## src/rtl/vmr_pkg.sv

```systemverilog
/*
 * Shared constants and types for the VMEbus master requester.
 * Assumes an APB master on pclk and active-low open-drain VMEbus lines.
 */
package vmr_pkg;
	// Register byte offsets
	localparam logic [7:0] VMR_CTRL_OFF   = 8'h00;
	localparam logic [7:0] VMR_STATUS_OFF = 8'h04;
	localparam logic [7:0] VMR_LIMIT_OFF  = 8'h08;
	// Control field positions
	localparam int VMR_HOLD_BIT    = 0;
	localparam int VMR_RMODE_BIT   = 1;
	localparam int VMR_RELMODE_BIT = 2;
	localparam int VMR_HIRQEN_BIT  = 3;
	localparam int VMR_LEVEL_LSB   = 4;
	localparam int VMR_POSTED_TENURE_BYTES_LSB    = 8;
	// Reset values, plus the byte field code that ends PCI tenure after each posted write
	localparam logic [1:0] VMR_LEVEL_RST  = 2'h3;
	localparam logic [3:0] VMR_POSTED_TENURE_BYTES_RST   = 4'h0;
	localparam logic [3:0] VMR_POSTED_TENURE_BYTES_EACH  = 4'hf;
	localparam logic [7:0] VMR_OFF_RST    = 8'h10;
	localparam logic [7:0] VMR_DMABYT_RST = 8'h40;
	// Timing: DMA off time figure in ns per off-timer unit
	localparam int VMR_CLK_NS      = 25;
	localparam int VMR_OFF_UNIT_NS = 100;
	localparam int VMR_OFF_UNIT_CYC = (VMR_OFF_UNIT_NS + VMR_CLK_NS - 1) / VMR_CLK_NS;

	typedef enum logic [1:0] {
		VMR_CH_NONE,
		VMR_CH_IRQ,
		VMR_CH_PCI,
		VMR_CH_DMA
	} vmr_chan_t;

	typedef enum logic [1:0] {
		VMR_IDLE,
		VMR_REQ,
		VMR_OWN
	} vmr_state_t;

	typedef struct packed {
		logic       irq_pend;
		logic       posted_write_fifo_full_txn;
		logic       coupled_req;
		logic       dma_ready;
		logic       dma_block_done;
	} vmr_req_t;

	typedef struct packed {
		logic       iack_done;
		logic       fifo_empty;
		logic [7:0] bytes;
		logic       write_done;
		logic       coupled_done;
		logic       coupled_win_exp;
		logic       coupled_req_exp;
		logic       dma_full;
		logic       dma_empty;
		logic       dma_err;
		logic       dma_bytes_exp;
	} vmr_done_t;
endpackage

```

## src/rtl/vmr_requester.sv

```systemverilog
/*
 * VMEbus master requester: internal arbitration among interrupt, PCI target
 * and DMA channels, bus request/release, bus hold, and APB control registers.
 * Assumes VMEbus lines are active-low open-drain, driven via output enables.
 */
// Overview of operation
// - Interrupt channel always wins the master interface when requesting.
// - DMA and PCI target channels share the interface fairly.
// - Winner keeps ownership until its own completion condition holds.
// - Interrupt channel requests on enabled interrupt needing an acknowledge cycle.
// - PCI target requests on complete posted transaction or coupled request.
// - DMA requests on 64 bytes space/data or block completion.
// - DMA off-timer holds DMA off the bus for programmed interval.
// - Bus hold bit acquires the bus, then sets acknowledge, optional interrupt, except if set while the bus is owned in release-on-request mode.
// - During a hold tenure only PCI target and interrupt channels run.
// - Request on one of four levels, default 3, for all channels.
// - Fair mode waits until no request pending on own level.
// - Demand mode, default, requests regardless of level line.
// - Release-when-done, default, frees bus whenever owner is done outside a hold tenure.
// - Own-busy status reads 0 while driving bus busy.
// - Interrupt tenure ends after one acknowledge cycle.
// - PCI tenure ends on empty posted FIFO or byte limit.
// - Byte field 0b1111 ends PCI tenure after each posted write.
// - Coupled tenure ends on completion plus window, or request timeout.
// - DMA tenure ends on full, empty, error, byte count, or block done.
`timescale 1ns/10ps
module vmr_requester #(
	parameter int LIMIT_W = 8
) (
	input  wire logic              pclk,
	input  wire logic              presetn,
	// APB slave
	input  wire logic              psel,
	input  wire logic              penable,
	input  wire logic              pwrite,
	input  wire logic [7:0]        paddr,
	input  wire logic [31:0]       pwdata,
	output logic      [31:0]       prdata,
	output logic                   pready,
	output logic                   pslverr,
	// Channel requests and completion events
	input  wire vmr_pkg::vmr_req_t  chan_req,
	input  wire vmr_pkg::vmr_done_t chan_done,
	input  wire logic              dma_to_pci,
	// VMEbus, active low: br_n[3:0], bbsy_n, bg_in_n
	input  wire logic [3:0]        br_n_in,
	input  wire logic              bbsy_n_in,
	input  wire logic              bg_in_n,
	input  wire logic              bclr_n,
	output logic      [3:0]        br_n_out,
	output logic      [3:0]        br_n_oe,
	output logic                   bbsy_n_out,
	output logic                   bbsy_n_oe,
	// Grant to master interface and hold interrupt
	output vmr_pkg::vmr_chan_t     grant,
	output logic                   hold_irq
);
	typedef struct packed {
		vmr_pkg::vmr_state_t fsm;
		vmr_pkg::vmr_chan_t  owner;
		vmr_pkg::vmr_chan_t  last;
		logic                bus_hold_request;
		logic                bus_hold_ack;
		logic                hold_tenure;
		logic                request_mode_bit;
		logic                release_mode_bit;
		logic                hold_irq_en;
		logic [1:0]          request_level_field;
		logic [3:0]          posted_tenure_bytes;
		logic [LIMIT_W-1:0]  off_time;
		logic [LIMIT_W-1:0]  dma_limit;
		logic [LIMIT_W-1:0]  off_cnt;
		logic [1:0]          off_pre;
		logic [LIMIT_W+3:0]  pci_bytes;
		logic [LIMIT_W-1:0]  dma_bytes;
		logic [31:0]         prdata;
		logic                pready;
		logic                pslverr;
		logic [3:0]          br_oe;
		logic                bbsy_oe;
		logic                hold_irq;
		logic [3:0][3:0]     br_hist;
	} vmr_st_t;

	vmr_st_t    st_q;
	vmr_st_t    st_d;
	logic [5:0] sy;
	logic [3:0] br_s;
	logic       bbsy_s;
	logic       bg_s;

	// Bus clear deliberately unused
	vmr_sync #(.W(6)) u_sync (
		.pclk    (pclk),
		.presetn (presetn),
		.din     ({br_n_in, bbsy_n_in, bg_in_n}),
		.dout    (sy)
	);
	assign br_s   = ~sy[5:2];
	assign bbsy_s = ~sy[1];
	assign bg_s   = ~sy[0];

	function automatic logic chan_finished(input vmr_st_t s, input vmr_pkg::vmr_done_t d,
			input logic to_pci, input logic blk);
		logic f;
		f = 1'b0;
		unique case (s.owner)
			vmr_pkg::VMR_CH_IRQ: f = d.iack_done;
			vmr_pkg::VMR_CH_PCI: f = d.fifo_empty
				|| (s.posted_tenure_bytes == vmr_pkg::VMR_POSTED_TENURE_BYTES_EACH && d.write_done)
				|| (s.posted_tenure_bytes != vmr_pkg::VMR_POSTED_TENURE_BYTES_EACH
					&& s.posted_tenure_bytes != 4'h0
					&& s.pci_bytes >= {s.posted_tenure_bytes, {LIMIT_W{1'b0}}})
				|| (d.coupled_done && d.coupled_win_exp) || d.coupled_req_exp;
			vmr_pkg::VMR_CH_DMA: f = (to_pci && d.dma_full) || (!to_pci && d.dma_empty)
				|| d.dma_err || d.dma_bytes_exp || blk;
			default: f = 1'b0;
		endcase
		return f;
	endfunction

	logic irq_w;
	logic pci_w;
	logic dma_w;
	logic any_w;
	logic done_w;
	logic others_req;
	vmr_pkg::vmr_chan_t pick;

	always_comb begin
		irq_w = chan_req.irq_pend;
		pci_w = chan_req.posted_write_fifo_full_txn || chan_req.coupled_req;
		dma_w = (chan_req.dma_ready || chan_req.dma_block_done) && st_q.off_cnt == '0
			&& st_q.off_pre == '0 && !st_q.hold_tenure && !st_q.bus_hold_request;
		any_w = irq_w || pci_w || dma_w || st_q.bus_hold_request;
		// round robin between PCI and DMA
		if (irq_w) begin
			pick = vmr_pkg::VMR_CH_IRQ;
		end else if (pci_w && dma_w) begin
			pick = (st_q.last == vmr_pkg::VMR_CH_PCI) ? vmr_pkg::VMR_CH_DMA
				: vmr_pkg::VMR_CH_PCI;
		end else if (pci_w) begin
			pick = vmr_pkg::VMR_CH_PCI;
		end else if (dma_w) begin
			pick = vmr_pkg::VMR_CH_DMA;
		end else begin
			pick = vmr_pkg::VMR_CH_NONE;
		end
		done_w     = chan_finished(st_q, chan_done, dma_to_pci, chan_req.dma_block_done);
		// Own request lingers in the synchroniser for a few cycles; mask it
		others_req = |(br_s & st_q.br_oe & ~(st_q.br_hist[0] | st_q.br_hist[1]
			| st_q.br_hist[2] | st_q.br_hist[3]));
	end

	always_comb begin
		st_d         = st_q;
		st_d.pready  = 1'b0;
		st_d.pslverr = 1'b0;
		st_d.hold_irq = 1'b0;
		st_d.br_hist  = {st_q.br_hist[2:0], ~st_q.br_oe};
		// APB access phase, single-cycle answer
		if (psel && !penable) begin
			st_d.pready = 1'b1;
			st_d.prdata = '0;
			unique case (paddr)
				vmr_pkg::VMR_CTRL_OFF: st_d.prdata = {20'h00000, st_q.posted_tenure_bytes,
					2'h0, st_q.request_level_field, st_q.hold_irq_en, st_q.release_mode_bit,
					st_q.request_mode_bit, st_q.bus_hold_request};
				vmr_pkg::VMR_STATUS_OFF: st_d.prdata = {26'h0000000, st_q.owner,
					chan_done.fifo_empty, !st_q.bbsy_oe ? 1'b0 : 1'b1, st_q.bus_hold_ack, 1'b0}
					>> 1;
				vmr_pkg::VMR_LIMIT_OFF: st_d.prdata = {16'h0000,
					8'(st_q.dma_limit), 8'(st_q.off_time)};
				default: st_d.pslverr = 1'b1;
			endcase
		end
		if (psel && penable && st_q.pready && pwrite && !st_q.pslverr) begin
			unique case (paddr)
				vmr_pkg::VMR_CTRL_OFF: begin
					st_d.bus_hold_request    = pwdata[vmr_pkg::VMR_HOLD_BIT];
					st_d.request_mode_bit    = pwdata[vmr_pkg::VMR_RMODE_BIT];
					st_d.release_mode_bit    = pwdata[vmr_pkg::VMR_RELMODE_BIT];
					st_d.hold_irq_en         = pwdata[vmr_pkg::VMR_HIRQEN_BIT];
					st_d.request_level_field = pwdata[vmr_pkg::VMR_LEVEL_LSB +: 2];
					st_d.posted_tenure_bytes = pwdata[vmr_pkg::VMR_POSTED_TENURE_BYTES_LSB +: 4];
				end
				vmr_pkg::VMR_LIMIT_OFF: begin
					st_d.off_time  = LIMIT_W'(pwdata[7:0]);
					st_d.dma_limit = LIMIT_W'(pwdata[15:8]);
				end
				default: ;
			endcase
		end
		if (!st_d.bus_hold_request) begin
			st_d.bus_hold_ack = 1'b0;
		end
		if (st_q.off_pre != '0) begin
			st_d.off_pre = st_q.off_pre - 2'h1;
		end else if (st_q.off_cnt != '0) begin
			st_d.off_cnt = st_q.off_cnt - LIMIT_W'(1);
			st_d.off_pre = 2'(vmr_pkg::VMR_OFF_UNIT_CYC - 1);
		end
		unique case (st_q.fsm)
			vmr_pkg::VMR_IDLE: begin
				if (any_w) begin
					st_d.fsm = vmr_pkg::VMR_REQ;
				end
			end
			vmr_pkg::VMR_REQ: begin
				if (!st_q.request_mode_bit || !br_s[st_q.request_level_field]
						|| st_q.br_oe[st_q.request_level_field] == 1'b0) begin
					st_d.br_oe = 4'hf;
					st_d.br_oe[st_q.request_level_field] = 1'b0;
				end
				if (bg_s && !bbsy_s && st_q.br_oe != 4'hf) begin
					st_d.br_oe   = 4'hf;
					st_d.bbsy_oe = 1'b0;
					st_d.fsm     = vmr_pkg::VMR_OWN;
					st_d.owner   = pick;
					st_d.pci_bytes = '0;
					if (st_q.bus_hold_request) begin
						st_d.hold_tenure  = 1'b1;
						st_d.bus_hold_ack = 1'b1;
						st_d.hold_irq     = st_q.hold_irq_en;
					end
				end
			end
			vmr_pkg::VMR_OWN: begin
				if (st_q.owner == vmr_pkg::VMR_CH_PCI) begin
					st_d.pci_bytes = st_q.pci_bytes + (LIMIT_W+4)'(chan_done.bytes);
				end
				if (st_q.owner != vmr_pkg::VMR_CH_NONE && done_w) begin
					st_d.last  = st_q.owner;
					st_d.owner = vmr_pkg::VMR_CH_NONE;
					if (st_q.owner == vmr_pkg::VMR_CH_DMA) begin
						st_d.off_cnt = st_q.off_time;
					end
				end else if (st_q.owner == vmr_pkg::VMR_CH_NONE && pick != vmr_pkg::VMR_CH_NONE
						&& (st_q.hold_tenure || !others_req)) begin
					st_d.owner     = pick;
					st_d.pci_bytes = '0;
				end
				if (st_q.owner == vmr_pkg::VMR_CH_NONE && st_d.owner == vmr_pkg::VMR_CH_NONE
						&& !st_q.bus_hold_request
						&& (!st_q.release_mode_bit || others_req)) begin
					st_d.bbsy_oe     = 1'b1;
					st_d.hold_tenure = 1'b0;
					st_d.fsm         = vmr_pkg::VMR_IDLE;
				end else if (!st_q.release_mode_bit && st_q.owner != vmr_pkg::VMR_CH_NONE
						&& done_w && !st_q.hold_tenure) begin
					st_d.bbsy_oe = 1'b1;
					st_d.fsm     = vmr_pkg::VMR_IDLE;
				end
			end
			default: st_d.fsm = vmr_pkg::VMR_IDLE;
		endcase
	end

	always_ff @(posedge pclk or negedge presetn) begin
		if (!presetn) begin
			st_q                     <= '0;
			st_q.fsm                 <= vmr_pkg::VMR_IDLE;
			st_q.request_level_field <= vmr_pkg::VMR_LEVEL_RST;
			st_q.posted_tenure_bytes <= vmr_pkg::VMR_POSTED_TENURE_BYTES_RST;
			st_q.off_time            <= LIMIT_W'(vmr_pkg::VMR_OFF_RST);
			st_q.dma_limit           <= LIMIT_W'(vmr_pkg::VMR_DMABYT_RST);
			st_q.br_oe               <= 4'hf;
			st_q.bbsy_oe             <= 1'b1;
		end else begin
			st_q <= st_d;
		end
	end

	assign prdata     = st_q.prdata;
	assign pready     = st_q.pready;
	assign pslverr    = st_q.pslverr;
	assign br_n_out   = 4'h0;
	assign br_n_oe    = st_q.br_oe;
	assign bbsy_n_out = 1'b0;
	assign bbsy_n_oe  = st_q.bbsy_oe;
	assign grant      = st_q.owner;
	assign hold_irq   = st_q.hold_irq;

	logic unused_bclr;
	assign unused_bclr = bclr_n;

	irq_first_a: assert property (@(posedge pclk) disable iff (!presetn)
		st_q.fsm == vmr_pkg::VMR_REQ && bg_s && !bbsy_s && st_q.br_oe != 4'hf && irq_w
		|=> st_q.owner == vmr_pkg::VMR_CH_IRQ)
		else $error("interrupt channel not granted first");
	hold_no_dma_a: assert property (@(posedge pclk) disable iff (!presetn)
		st_q.hold_tenure |-> st_q.owner != vmr_pkg::VMR_CH_DMA)
		else $error("DMA owned during hold tenure");
	hold_keep_a: assert property (@(posedge pclk) disable iff (!presetn)
		st_q.hold_tenure && st_q.bus_hold_request |=> !st_q.bbsy_oe)
		else $error("bus busy released while hold set");
	hold_ack_a: assert property (@(posedge pclk) disable iff (!presetn)
		$rose(st_q.bus_hold_ack) |-> !st_q.bbsy_oe)
		else $error("hold acknowledged without bus");
	level_a: assert property (@(posedge pclk) disable iff (!presetn)
		st_q.br_oe != 4'hf |-> $onehot(~st_q.br_oe))
		else $error("request on more than one level");
	owner_keep_a: assert property (@(posedge pclk) disable iff (!presetn)
		st_q.owner != vmr_pkg::VMR_CH_NONE && !done_w |=> st_q.owner == $past(st_q.owner))
		else $error("owner changed before done");
	dma_off_a: assert property (@(posedge pclk) disable iff (!presetn)
		st_q.off_cnt != '0 |-> !dma_w)
		else $error("DMA requested during off time");
	rwd_rel_a: assert property (@(posedge pclk) disable iff (!presetn)
		st_q.fsm == vmr_pkg::VMR_OWN && !st_q.release_mode_bit && done_w && !st_q.hold_tenure
		&& st_q.owner != vmr_pkg::VMR_CH_NONE |=> st_q.bbsy_oe)
		else $error("bus busy not released when done");
	c_irq_c: cover property (@(posedge pclk) st_q.owner == vmr_pkg::VMR_CH_IRQ);
	c_dma_c: cover property (@(posedge pclk) st_q.owner == vmr_pkg::VMR_CH_DMA);
	c_hold_c: cover property (@(posedge pclk) $rose(st_q.bus_hold_ack));
endmodule

```

## src/rtl/vmr_sync.sv

```systemverilog
/*
 * Three-stage synchroniser for asynchronous VMEbus levels.
 * Assumes a free-running pclk; output changes only when stages two and three agree.
 */
`timescale 1ns/10ps
module vmr_sync #(
	parameter int W = 6
) (
	input  wire logic         pclk,
	input  wire logic         presetn,
	input  wire logic [W-1:0] din,
	output logic      [W-1:0] dout
);
	typedef struct packed {
		logic [W-1:0] s1;
		logic [W-1:0] s2;
		logic [W-1:0] s3;
		logic [W-1:0] o;
	} vmr_sync_st_t;

	vmr_sync_st_t st_q;
	vmr_sync_st_t st_d;

	always_comb begin
		st_d    = st_q;
		st_d.s1 = din;
		st_d.s2 = st_q.s1;
		st_d.s3 = st_q.s2;
		for (int i = 0; i < W; i++) begin
			if (st_q.s2[i] == st_q.s3[i]) begin
				st_d.o[i] = st_q.s3[i];
			end
		end
	end

	// Lines idle high, so reset to released
	always_ff @(posedge pclk or negedge presetn) begin
		if (!presetn) begin
			st_q <= '1;
		end else begin
			st_q <= st_d;
		end
	end

	assign dout = st_q.o;
endmodule

```

## config.mk

```make
export PLATFORM = sky130hd
export DESIGN_NAME = vmr_requester
export DESIGN_NICKNAME = d
export VERILOG_FILES = /design/src/rtl/vmr_pkg.sv /design/src/rtl/vmr_requester.sv /design/src/rtl/vmr_sync.sv
export SDC_FILE = /design/constraint.sdc
export NUM_CORES = 1
export LEC_CHECK = 0
export ABC_AREA = 1
export BUFFER_PORTS_ARGS = -buffer_cell sky130_fd_sc_hd__buf_4
export CAP_MARGIN = 20
export CORE_MARGIN = 2
export CORE_UTILIZATION = 30
export CTS_BUF_LIST = sky130_fd_sc_hd__clkbuf_8
export CTS_CLUSTER_SIZE = 16
export DETAILED_ROUTE_END_ITERATION = 8
export GPL_TIMING_DRIVEN = 0
export PLACE_DENSITY = 0.5
export SYNTH_ARGS = -nofsm -noshare
export SYNTH_HDL_FRONTEND = slang
export SYNTH_SLANG_ARGS = --single-unit
```

## constraint.sdc

```tcl
create_clock -name pclk -period 2.2 [get_ports pclk]
set_clock_uncertainty 0.05 [all_clocks]
set_input_delay 0.11 -clock pclk [delete_from_list [all_inputs] [get_ports pclk]]
set_output_delay 0.11 -clock pclk [all_outputs]
set_load 0.005 [all_outputs]
```

## Yosys cells after proc, flatten, opt, wreduce, memory -nomap -nowiden

Cells that the tools add are included.
Widths: inputs -> output; s select.

- Bits in registers: 120
- Bits in latches: 0
- RAM bits: 0
- Memory bits (read-only): 0
- Bits of input ports: 76
- Output and inout port bits: 47
- Word-level logic and storage cells: 203
- Memories: 0

- Add/sub/neg operators: 3
- Multipliers: 0
- Divide/modulo/power cells: 0
- $lt $le $gt $ge: 3
- Equality and inequality tests: 22
- Shift operators: 0
- Muxes and demuxes: 51
- Bitwise operators: 11
- Reduce and logical (&&, ||, !) cells: 78

Operators by type and width:

| operator | count |
|---|---|
| $mux 12 | 4 |
| $pmux 16 s3 | 1 |
| $mux 8 | 4 |
| $logic_and 1x1->1 | 28 |
| $mux 2 | 14 |
| $pmux 12 s2 | 1 |
| $logic_or 1x1->1 | 17 |
| $logic_not 8->1 | 2 |
| $not 4->4 | 4 |
| $mux 1 | 15 |
| $add 12x8->12 | 1 |
| $ge 12x12->1 | 1 |
| $or 4x4->4 | 3 |
| $reduce_bool 2->1 | 6 |
| $mux 10 | 1 |
| $reduce_and 2->1 | 5 |
| $logic_not 1->1 | 9 |
| $and 4x4->4 | 2 |
| $eq 2x2->1 const B | 4 |
| $eq 8x3->1 const B | 1 |
| $eq 8x4->1 const B | 1 |
| $logic_not 2->1 | 4 |
| $mux 4 | 2 |
| $ne 2x2->1 const B | 4 |
| 23 further kinds | 34 |

## Depth between registers and ports, before layout

Gate-level depths: netlist (run 1).

- Word-level depth: 21
- Depth in mapped cells: 17
- Depth with buffers taken out: 17

## Modules after synthesis

A second synthesis (run 1) with hierarchy kept.

- Cells, all modules: 678
- Area, all modules: 5904.4 um^2

Modules (own cells, without submodules):

| module | instances | cells an instance | area each (um^2) | sequential area each (um^2) |
|---|---|---|---|---|
| vmr_requester | 1 | 624 | 5131.2 | 2413.6 |
| vmr_sync | 1 | 54 | 773.2 | 630.6 |

## Worst setup path before layout (run 1)

No wires, ideal clock.

- Path type: register to register
- From: register st_q[64] (netlist bit)
- To: register st_q[70] (netlist bit)
- Setup time: 0.126 ns
- Arrival: 1.667 ns
- Data required time: 2.024 ns
- Path slack: 0.357 ns
- Cell stages (with the launch flop): 12
- Path buffers: 0
- Period minus slack after synthesis: 1.843 ns
- Path through: dfrtp_1 ha_1 fa_1 nand3_1 nand2_1 nand2_1 nand2_1 a21oi_1 xor2_1 nand2_1 o21ai_0 o22ai_1

- Cells in the longest elaborated chain, start to end: 9
- Elaborated cells between the ends (all ways): 12
- Those cells by class: 1 x add/sub; 1 x order compare; 5 x mux; 5 x reduce/logical

Ends and longest elaborated chain:

| what | line | RTL |
|---|---|---|
| start: declaration | vmr_requester.sv:85 | `vmr_st_t st_q;` |
| start signal: assignment | vmr_requester.sv:270 | `st_q <= st_d;` |
| $ge 12x12->1 | vmr_requester.sv:113 | `&& s.pci_bytes >= {s.posted_tenure_bytes, {LIMIT_W{1'b0}}})` |
| $logic_and 1x1->1 | vmr_requester.sv:113 |  |
| $logic_or 1x1->1 | vmr_requester.sv:111 | `\|\| (s.posted_tenure_bytes != vmr_pkg::VMR_POSTED_TENURE_BYTES_EACH` |
| $logic_or 1x1->1 (2 in a row) | vmr_requester.sv:114 | `\|\| (d.coupled_done && d.coupled_win_exp) \|\| d.coupled_req_exp;` |
| $pmux 1 s3 | vmr_requester.sv:107 | `unique case (s.owner)` |
| $logic_and 1x1->1 | vmr_requester.sv:232 | `if (st_q.owner != vmr_pkg::VMR_CH_NONE && done_w) begin` |
| $mux 12 (*) | vmr_requester.sv:232 |  |
| $pmux 12 s2 (*) | vmr_requester.sv:203 | `unique case (st_q.fsm)` |

Mark *: on every way between the ends. The rest lies on a longest branch, timed or not.
A chain may end at the register's enable or synchronous reset.

## Final worst setup path (run 1)

- From: register st_q (netlist bit br_n_oe[2])
- To: register st_q[74] (netlist bit)

- Cells in the longest elaborated chain, start to end: 9
- Elaborated cells between the ends (all ways): 13
- Those cells by class: 2 x eq/ne; 3 x mux; 2 x bitwise; 6 x reduce/logical

Ends and longest elaborated chain:

| what | line | RTL |
|---|---|---|
| $and 4x4->4 (2 in a row) | vmr_requester.sv:151 | `others_req = \|(br_s & st_q.br_oe & ~(st_q.br_hist[0] \| st_q.br_hist[1]` |
| $reduce_or 4->1 | vmr_requester.sv:151 |  |
| $logic_not 1->1 | vmr_requester.sv:239 | `&& (st_q.hold_tenure \|\| !others_req)) begin` |
| $logic_or 1x1->1 | vmr_requester.sv:239 |  |
| $logic_and 1x1->1 | vmr_requester.sv:239 |  |
| $mux 12 | vmr_requester.sv:238 | `end else if (st_q.owner == vmr_pkg::VMR_CH_NONE && pick != vmr_pkg::VMR_CH_NONE` |
| $mux 12 | vmr_requester.sv:232 |  |
| $pmux 12 s2 | vmr_requester.sv:203 |  |

Several ways; a longest one is shown, not always the timed one.

==> results of run 1 <==
state kept, by name (all words and copies together) (netlist names):
name and flops:
u_sync.st_d 12, u_sync.st_q 6, bbsy_n_oe 1, st_d 12, pslverr 1, st_q 58
br_n_oe 4, u_sync.dout 6, pready 1, prdata 16, hold_irq 1, grant 2
per-layer routing:
metal  up-vias  track usage, %  part of all wire, %
li1       2364               -                    -
met1      2145            19.6                   48
met2        95            22.1                   46
met3        11            3.90                  5.0
met4         0            3.87                 0.95
met5         -               0                    0
repair_timing:
action | in CTS | in global routing
gates cloned | 0 | 1
setup buffers | 0 | 4
hold buffers | 25 | 0
gates resized for setup | 1 | 13
hold endpoints to repair | 98 | 0
setup endpoints to repair | 2 | 27
cells by family after synthesis:
| logic type | share of synthesized area [%] |
|---|---|
| AND/OR/NAND/NOR | 18.6 |
| buffers and inverters | 11.6 |
| flip-flops | 52.3 |
| AO/OA/AOI/OAI | 10.2 |
| adder cells (fa/ha/maj) | 4.38 |
| XOR/XNOR | 1.65 |
| multiplexers | 1.16 |
| other | 0.0644 |
worst max-delay path, cell delays in order (launching register included):
cell	delay, ps
sky130_fd_sc_hd__dfstp_2	370
sky130_fd_sc_hd__inv_1	150
sky130_fd_sc_hd__nor2_1	100
sky130_fd_sc_hd__nand3_1	80
sky130_fd_sc_hd__nand2_1	70
sky130_fd_sc_hd__nor2_1	280
sky130_fd_sc_hd__nor2_1	80
sky130_fd_sc_hd__nor2_1	180
sky130_fd_sc_hd__nand2_1	110
sky130_fd_sc_hd__nand2_1	100
sky130_fd_sc_hd__buf_4	180
sky130_fd_sc_hd__inv_1	70
sky130_fd_sc_hd__nand3_1	70
sky130_fd_sc_hd__o21ai_0	80
cells in the final DEF, fill, tap and decap left out, drive strengths merged, types with 7 or more instances in the layout:
master / netlist / final
nand2: 146 / 146
clkbuf: 7 / 30
buf: 47 / 137
conb: 1 / 21
inv: 79 / 80
dlygate4sd3: 0 / 25
xor2: 10 / 10
nor2: 53 / 53
nand3: 29 / 29
o21ai: 63 / 63
ha: 14 / 14
nor3: 7 / 7
a21oi: 28 / 28
dfstp: 33 / 33
dfrtp: 87 / 87
o22ai: 12 / 12
nand4: 9 / 9
layout make-up:
cell class	count	area share [%]
flip-flops and latches	120	39.8
clock buffers	23	4.13
well taps	260	4.25
plain buffers	54	5.01
inverters	79	3.87
repair buffers	115	12.4
multi-input cells	420	29.1
clock inverters	9	1.55
power breakdown:
group          internal [mW]  total, mW  switching [mW]  leakage, nW
Sequential              2.64       2.90           0.258         1.47
Clock                   1.29       2.14           0.856        0.233
Combinational          0.743       1.81            1.07         2.05
through the flow:
stage               util, %  hold slack [ps]
finish                 40.5             29.2
detailed placement     36.4             94.5
global placement       36.3              168
global route           40.5             46.6
CTS                    40.1             5.86
floorplan                 -             -236
path summary, 6_finish.rpt:
path                             endpoint  cells past startpoint       startpoint  slack [ps]
setup / recovery                 st_q[74]                     13       br_n_oe[2]         130
hold / removal                   grant[0]                      5      chan_req[4]          30
setup reg to reg                 st_q[74]                     13       br_n_oe[2]         130
hold reg to reg            u_sync.st_d[7]                      0  u_sync.st_d[13]         310
max in group asynchronous       bbsy_n_oe                      3          presetn        1220
min in group asynchronous        st_d[14]                      2          presetn         150
==> run_results.csv, run 1 <==
group,metric,value,unit
setup_path,cp-end-kind,"flip-flop",
sta,finalCriticalPeriod,2070,ps
synthesis,library_cell_with_the_highest_instance_count_after_synthesis,"sky130_fd_sc_hd__nand2_1",
synthesis,synth.top_cells.by_area,"sky130_fd_sc_hd__dfrtp_1 (37%), sky130_fd_sc_hd__dfstp_2 (15%), sky130_fd_sc_hd__nand2_1 (9.2%)",
sta,setup_violations,0,
setup_path,cp_data_required_time,2480,ps
synthesis,share_of_synthesized_registers_carrying_an_async_set_or_reset,100,%
die,die_x,143,um
die,fp.coreArea,0.0189,mm^2
sta,final.period_utilization,94.2,%
cells_and_area,ff_latch_area,0.00305,mm^2
status,run_status,"completed",
synthesis,synth_sequential_area_ratio,52.3,%
placed_design,io_buffers,84,
synthesis,syn_area_per_cell,8.92,um^2
die,floorplan.die.height,143,um
detailed_routing,routed_wl,13.7,mm
placed_design,dp_hpwl,9.99,mm
clock_network,clk_pin_slew_worst_paths,80,ps
clock_network,clk_path_buf_depth,2,
cells_and_area,finalInstanceArea,0.00766,mm^2
synthesis,number_of_standard_cells_after_synthesis,653,
global_routing,vias_in_the_first_global_route,4561,
pwr,leakagePower,3.75,nW
clock_network,total_clock_buffers_created_by_cts,17,
sta,timing.setup.tns,0,ps
global_routing,number_of_antenna_violations_at_the_first_check_in_global_routing,0,
cells_and_area,filler_cell_count,1982,
global_routing,gr-total-overflow,0,
synthesis,netlist.top_cell.by_area,"sky130_fd_sc_hd__dfrtp_1",
synthesis,ys_ff_latch,120,
placed_design,finalWeightedCongestion,0.822,
synthesis,number_of_enable_type_register_cells_in_the_synthesized_netlist,0,
placed_design,post_dp_cell_area,0.00688,mm^2
flow_run,cap_viol_max_count,0,
clock_network,clk_latency,450,ps
synthesis,synth_top_area_share,37.4,%
pwr,power_density,895,mW/mm^2
synthesis,ys_warn_count,0,
synthesis,yosysUniqueCellTypes,40,
setup_path,cp.arrival,2350,ps
setup_path,worst_setup_path_start_kind,"flip-flop",
detailed_routing,drc_errors,0,
detailed_routing,final_antenna_net_count,0,
cells_and_area,num-nets-final,898,
cells_and_area,area.growth.synth_to_final,31.6,%
pwr,report.power.total,6.86,mW
sta,timing.final.hold_violations,0,
cells_and_area,insertedDiodeCount,0,
sta,timing_worst_slew_pin_value,675,ps
global_routing,wire_length_of_the_first_global_routing_pass,22.5,mm
cells_and_area,layout.cells.non_filler,1080,
cells_and_area,multi_input_comb_area,0.00223,mm^2
die,initial_core_util,30.8,%
setup_path,path_class,"flip-flop to flip-flop",
min_path,hold_path_class,"primary input to flip-flop",
global_routing,global_route.usage.total,14.2,%
sta,fin_ws,128,ps
global_routing,pin_count_of_the_biggest_net_entering_global_routing,62,
clock_network,clkSinkCount,120,
placed_design,place_worst_setup_slack,-9.47,ps
sta,final-max-slew-violation-count,0,
detailed_routing,vias,4615,
clock_network,htree_num_levels,4,
synthesis,synth_flop_type,"sky130_fd_sc_hd__dfrtp_1",
detailed_routing,detail_route.wl_per_cell,12.7,um
die,num_rows,50,
placed_design,placed_cells,1018,
detailed_routing,drt-vias-per-instance,4.27,
die,design.portCount,123,
clock_network,root_buffer_cell,"sky130_fd_sc_hd__clkbuf_8",
pwr,vdd_ir_drop_max,0.000469,V
detailed_routing,drt_first_pass_iters,4,
clock_network,cts_tree,"done",
sta,max_slew_margin,54.7,%
synthesis,netlist_area,0.00582,mm^2
synthesis,yosys-top-cells-count,"sky130_fd_sc_hd__nand2_1 (143), sky130_fd_sc_hd__dfrtp_1 (87), sky130_fd_sc_hd__inv_1 (77)",
detailed_routing,dr.first_iter.drc_count,241,
setup_path,critPathMaxFanout,10,
die,dieArea,0.0205,mm^2
sta,max_freq,0.483,GHz
cells_and_area,layout-drive-gt1-share,28.4,%
(Power assumes the default switching activity.)
==> run 2: changes to the inputs <==
==> constraint.sdc (replaced) <==
create_clock -name pclk -period 2.65 [get_ports pclk]
set_clock_uncertainty 0.05 [all_clocks]
set_input_delay 0.1325 -clock pclk [delete_from_list [all_inputs] [get_ports pclk]]
set_output_delay 0.1325 -clock pclk [all_outputs]
set_load 0.005 [all_outputs]
==> run 2 against run 1 <==
  * Total power down 18%
  * Sequential power down 17%
  * Clock power is 17% lower
  * First-iteration DRC count fell by 8.7%
  * Global-route usage about the same
  * Setup slack gained 330 ps
  * Sequential share of layout area rose by 0.52 points
  * Critical endpoint is now st_q[82]
  * Wire length shrank 0.24%
  * Largest power group unchanged
  * Count of clock-buffer cells in the layout unchanged
==> run_results.csv, run 2 (same netlist as run 1, synthesis figures left out) <==
group,metric,value,unit
die,fp.coreArea,0.0189,mm^2
sta,max_freq,0.457,GHz
pwr,power_density,746,mW/mm^2
placed_design,place_worst_setup_slack,441,ps
placed_design,dp_hpwl,9.99,mm
clock_network,clk_pin_slew_worst_paths,70,ps
status,run_status,"completed",
global_routing,global_route.usage.total,14.2,%
detailed_routing,dr.first_iter.drc_count,220,
clock_network,post-cts-setup-buffer-count,0,
clock_network,htree_num_levels,4,
sta,setup_violations,0,
setup_path,critPathLaunch,"st_q[72]",
setup_path,path_class,"flip-flop to flip-flop",
die,initial_core_util,30.8,%
global_routing,wire_length_of_the_first_global_routing_pass,22.5,mm
cells_and_area,layout-drive-gt1-share,26.9,%
die,dieArea,0.0205,mm^2
clock_network,cts_resized,0,
cells_and_area,layout.cells.non_filler,1074,
sta,finalCriticalPeriod,2190,ps
min_path,min_path_cells,5,
cells_and_area,finalInstanceArea,0.00756,mm^2
placed_design,io_buffers,84,
global_routing,pin_count_of_the_biggest_net_entering_global_routing,62,
setup_path,cp_data_required_time,2920,ps
detailed_routing,drc_errors,0,
setup_path,critPathMaxFanout,10,
min_path,hp-start,"chan_done[16]",
clock_network,clkSinkCount,120,
placed_design,post_dp_cell_area,0.00688,mm^2
pwr,net-switching-power,1.78,mW
setup_path,reg2reg_depth,14,
setup_path,cp.arrival,2460,ps
clock_network,cts-hold-fix-buffers,24,
pwr,seq_power_share,42.6,%
placed_design,finalWeightedCongestion,0.822,
pwr,combinational_power_share,25.8,%
sta,timing_worst_slew_pin_value,699,ps
global_routing,number_of_antenna_violations_at_the_first_check_in_global_routing,0,
detailed_routing,drt-vias-per-instance,4.28,
pwr,power_frac_clock,31.6,%
cells_and_area,post-route-util,40.0,%
cells_and_area,num-nets-final,892,
clock_network,clk_latency,450,ps
cells_and_area,filler_cell_count,1986,
cells_and_area,area.growth.synth_to_final,29.9,%
cells_and_area,mostFrequentLayoutCell,"sky130_fd_sc_hd__nand2_1",
sta,max_slew_margin,53.0,%
detailed_routing,final_antenna_net_count,0,
die,die_x,143,um
pwr,p_sw_share,31.5,%
setup_path,regToRegStartpoint,"st_q[72]",
global_routing,vias_in_the_first_global_route,4549,
clock_network,cts_tree,"done",
sta,timing.setup.tns,0,ps
die,design.portCount,123,
setup_path,cp-end-kind,"flip-flop",
sta,fin_ws,460,ps
pwr,vdd_ir_drop_max,0.000390,V
setup_path,worst_setup_path_start_kind,"flip-flop",
detailed_routing,routed_wl,13.7,mm
detailed_routing,drt_first_pass_iters,4,
cells_and_area,ff_latch_area,0.00304,mm^2
die,floorplan.die.height,143,um
cells_and_area,number_of_flip_flops_under_the_largest_register_name,58,
clock_network,clk_path_buf_depth,2,
pwr,report.power.total,5.64,mW
sta,final-max-slew-violation-count,0,
sta,rsz_0062_raised_after_global_routing,"false",
cells_and_area,largest-register,"st_q",
pwr,p_int,3.86,mW
min_path,hold_path_class,"primary input to flip-flop",
flow_run,cap_viol_max_count,0,
pwr,leakagePower,3.73,nW
placed_design,placed_cells,1018,
cells_and_area,insertedDiodeCount,0,
detailed_routing,detail_route.wl_per_cell,12.8,um
sta,final.period_utilization,82.6,%
sta,timing.final.hold_violations,0,
die,num_rows,50,
clock_network,root_buffer_cell,"sky130_fd_sc_hd__clkbuf_8",
detailed_routing,vias,4596,
clock_network,total_clock_buffers_created_by_cts,17,
cells_and_area,multi_input_comb_area,0.00218,mm^2
sta,hold_ws,48.7,ps
cells_and_area,final_cell_mix,"sky130_fd_sc_hd__nand2_1 (143), sky130_fd_sc_hd__buf_4 (127), sky130_fd_sc_hd__dfrtp_1 (87)",
global_routing,gr-total-overflow,0,
==> run 2: final timing paths <==
check	end	slack, ps
max in group asynchronous	bbsy_n_oe	1630
hold reg to reg	u_sync.st_d[7]	310
hold / removal	prdata[2]	50
setup reg to reg	st_q[82]	460
setup / recovery	st_q[82]	460
min in group asynchronous	st_d[14]	190
==> run 2: metal layers <==
layer	GRT usage, %	vias to the layer above	wire length [um]
met3	3.90	11	646
met1	19.6	2137	6650
met2	22.1	92	6270
met4	3.87	0	128
li1	-	2356	-
met5	0	-	0
==> run 2: cell type report <==
cell class / count / area share, %
plain buffers: 54 / 5.00
clock buffers: 23 / 4.19
clock inverters: 9 / 1.57
inverters: 79 / 3.92
multi-input cells: 420 / 28.8
flip-flops and latches: 120 / 40.3
well taps: 260 / 4.30
repair buffers: 109 / 11.9
==> run 2: worst max-delay path, cell delays in order, from the launching register on <==
cell,delay (ps)
sky130_fd_sc_hd__dfrtp_1,450
sky130_fd_sc_hd__inv_1,100
sky130_fd_sc_hd__ha_1,280
sky130_fd_sc_hd__nand2_1,50
sky130_fd_sc_hd__nor2_1,100
sky130_fd_sc_hd__nand3_1,80
sky130_fd_sc_hd__nand2_1,70
sky130_fd_sc_hd__nand2_1,50
sky130_fd_sc_hd__nand2_1,100
sky130_fd_sc_hd__nand2_1,70
sky130_fd_sc_hd__nand2_1,90
sky130_fd_sc_hd__nand4_2,170
sky130_fd_sc_hd__buf_2,250
sky130_fd_sc_hd__nand2_1,80
sky130_fd_sc_hd__o21ai_0,70
==> run 2: power groups by stage <==
stage                     combinational, mW  clock [mW]  sequential [mW]
after floorplan                       0.993           0             2.37
after global placement                 1.42           0             2.43
after detailed placement               1.43           0             2.43
after CTS                              1.47        1.85             2.40
after global routing                   1.70        1.93             2.45
final                                  1.45        1.78             2.40
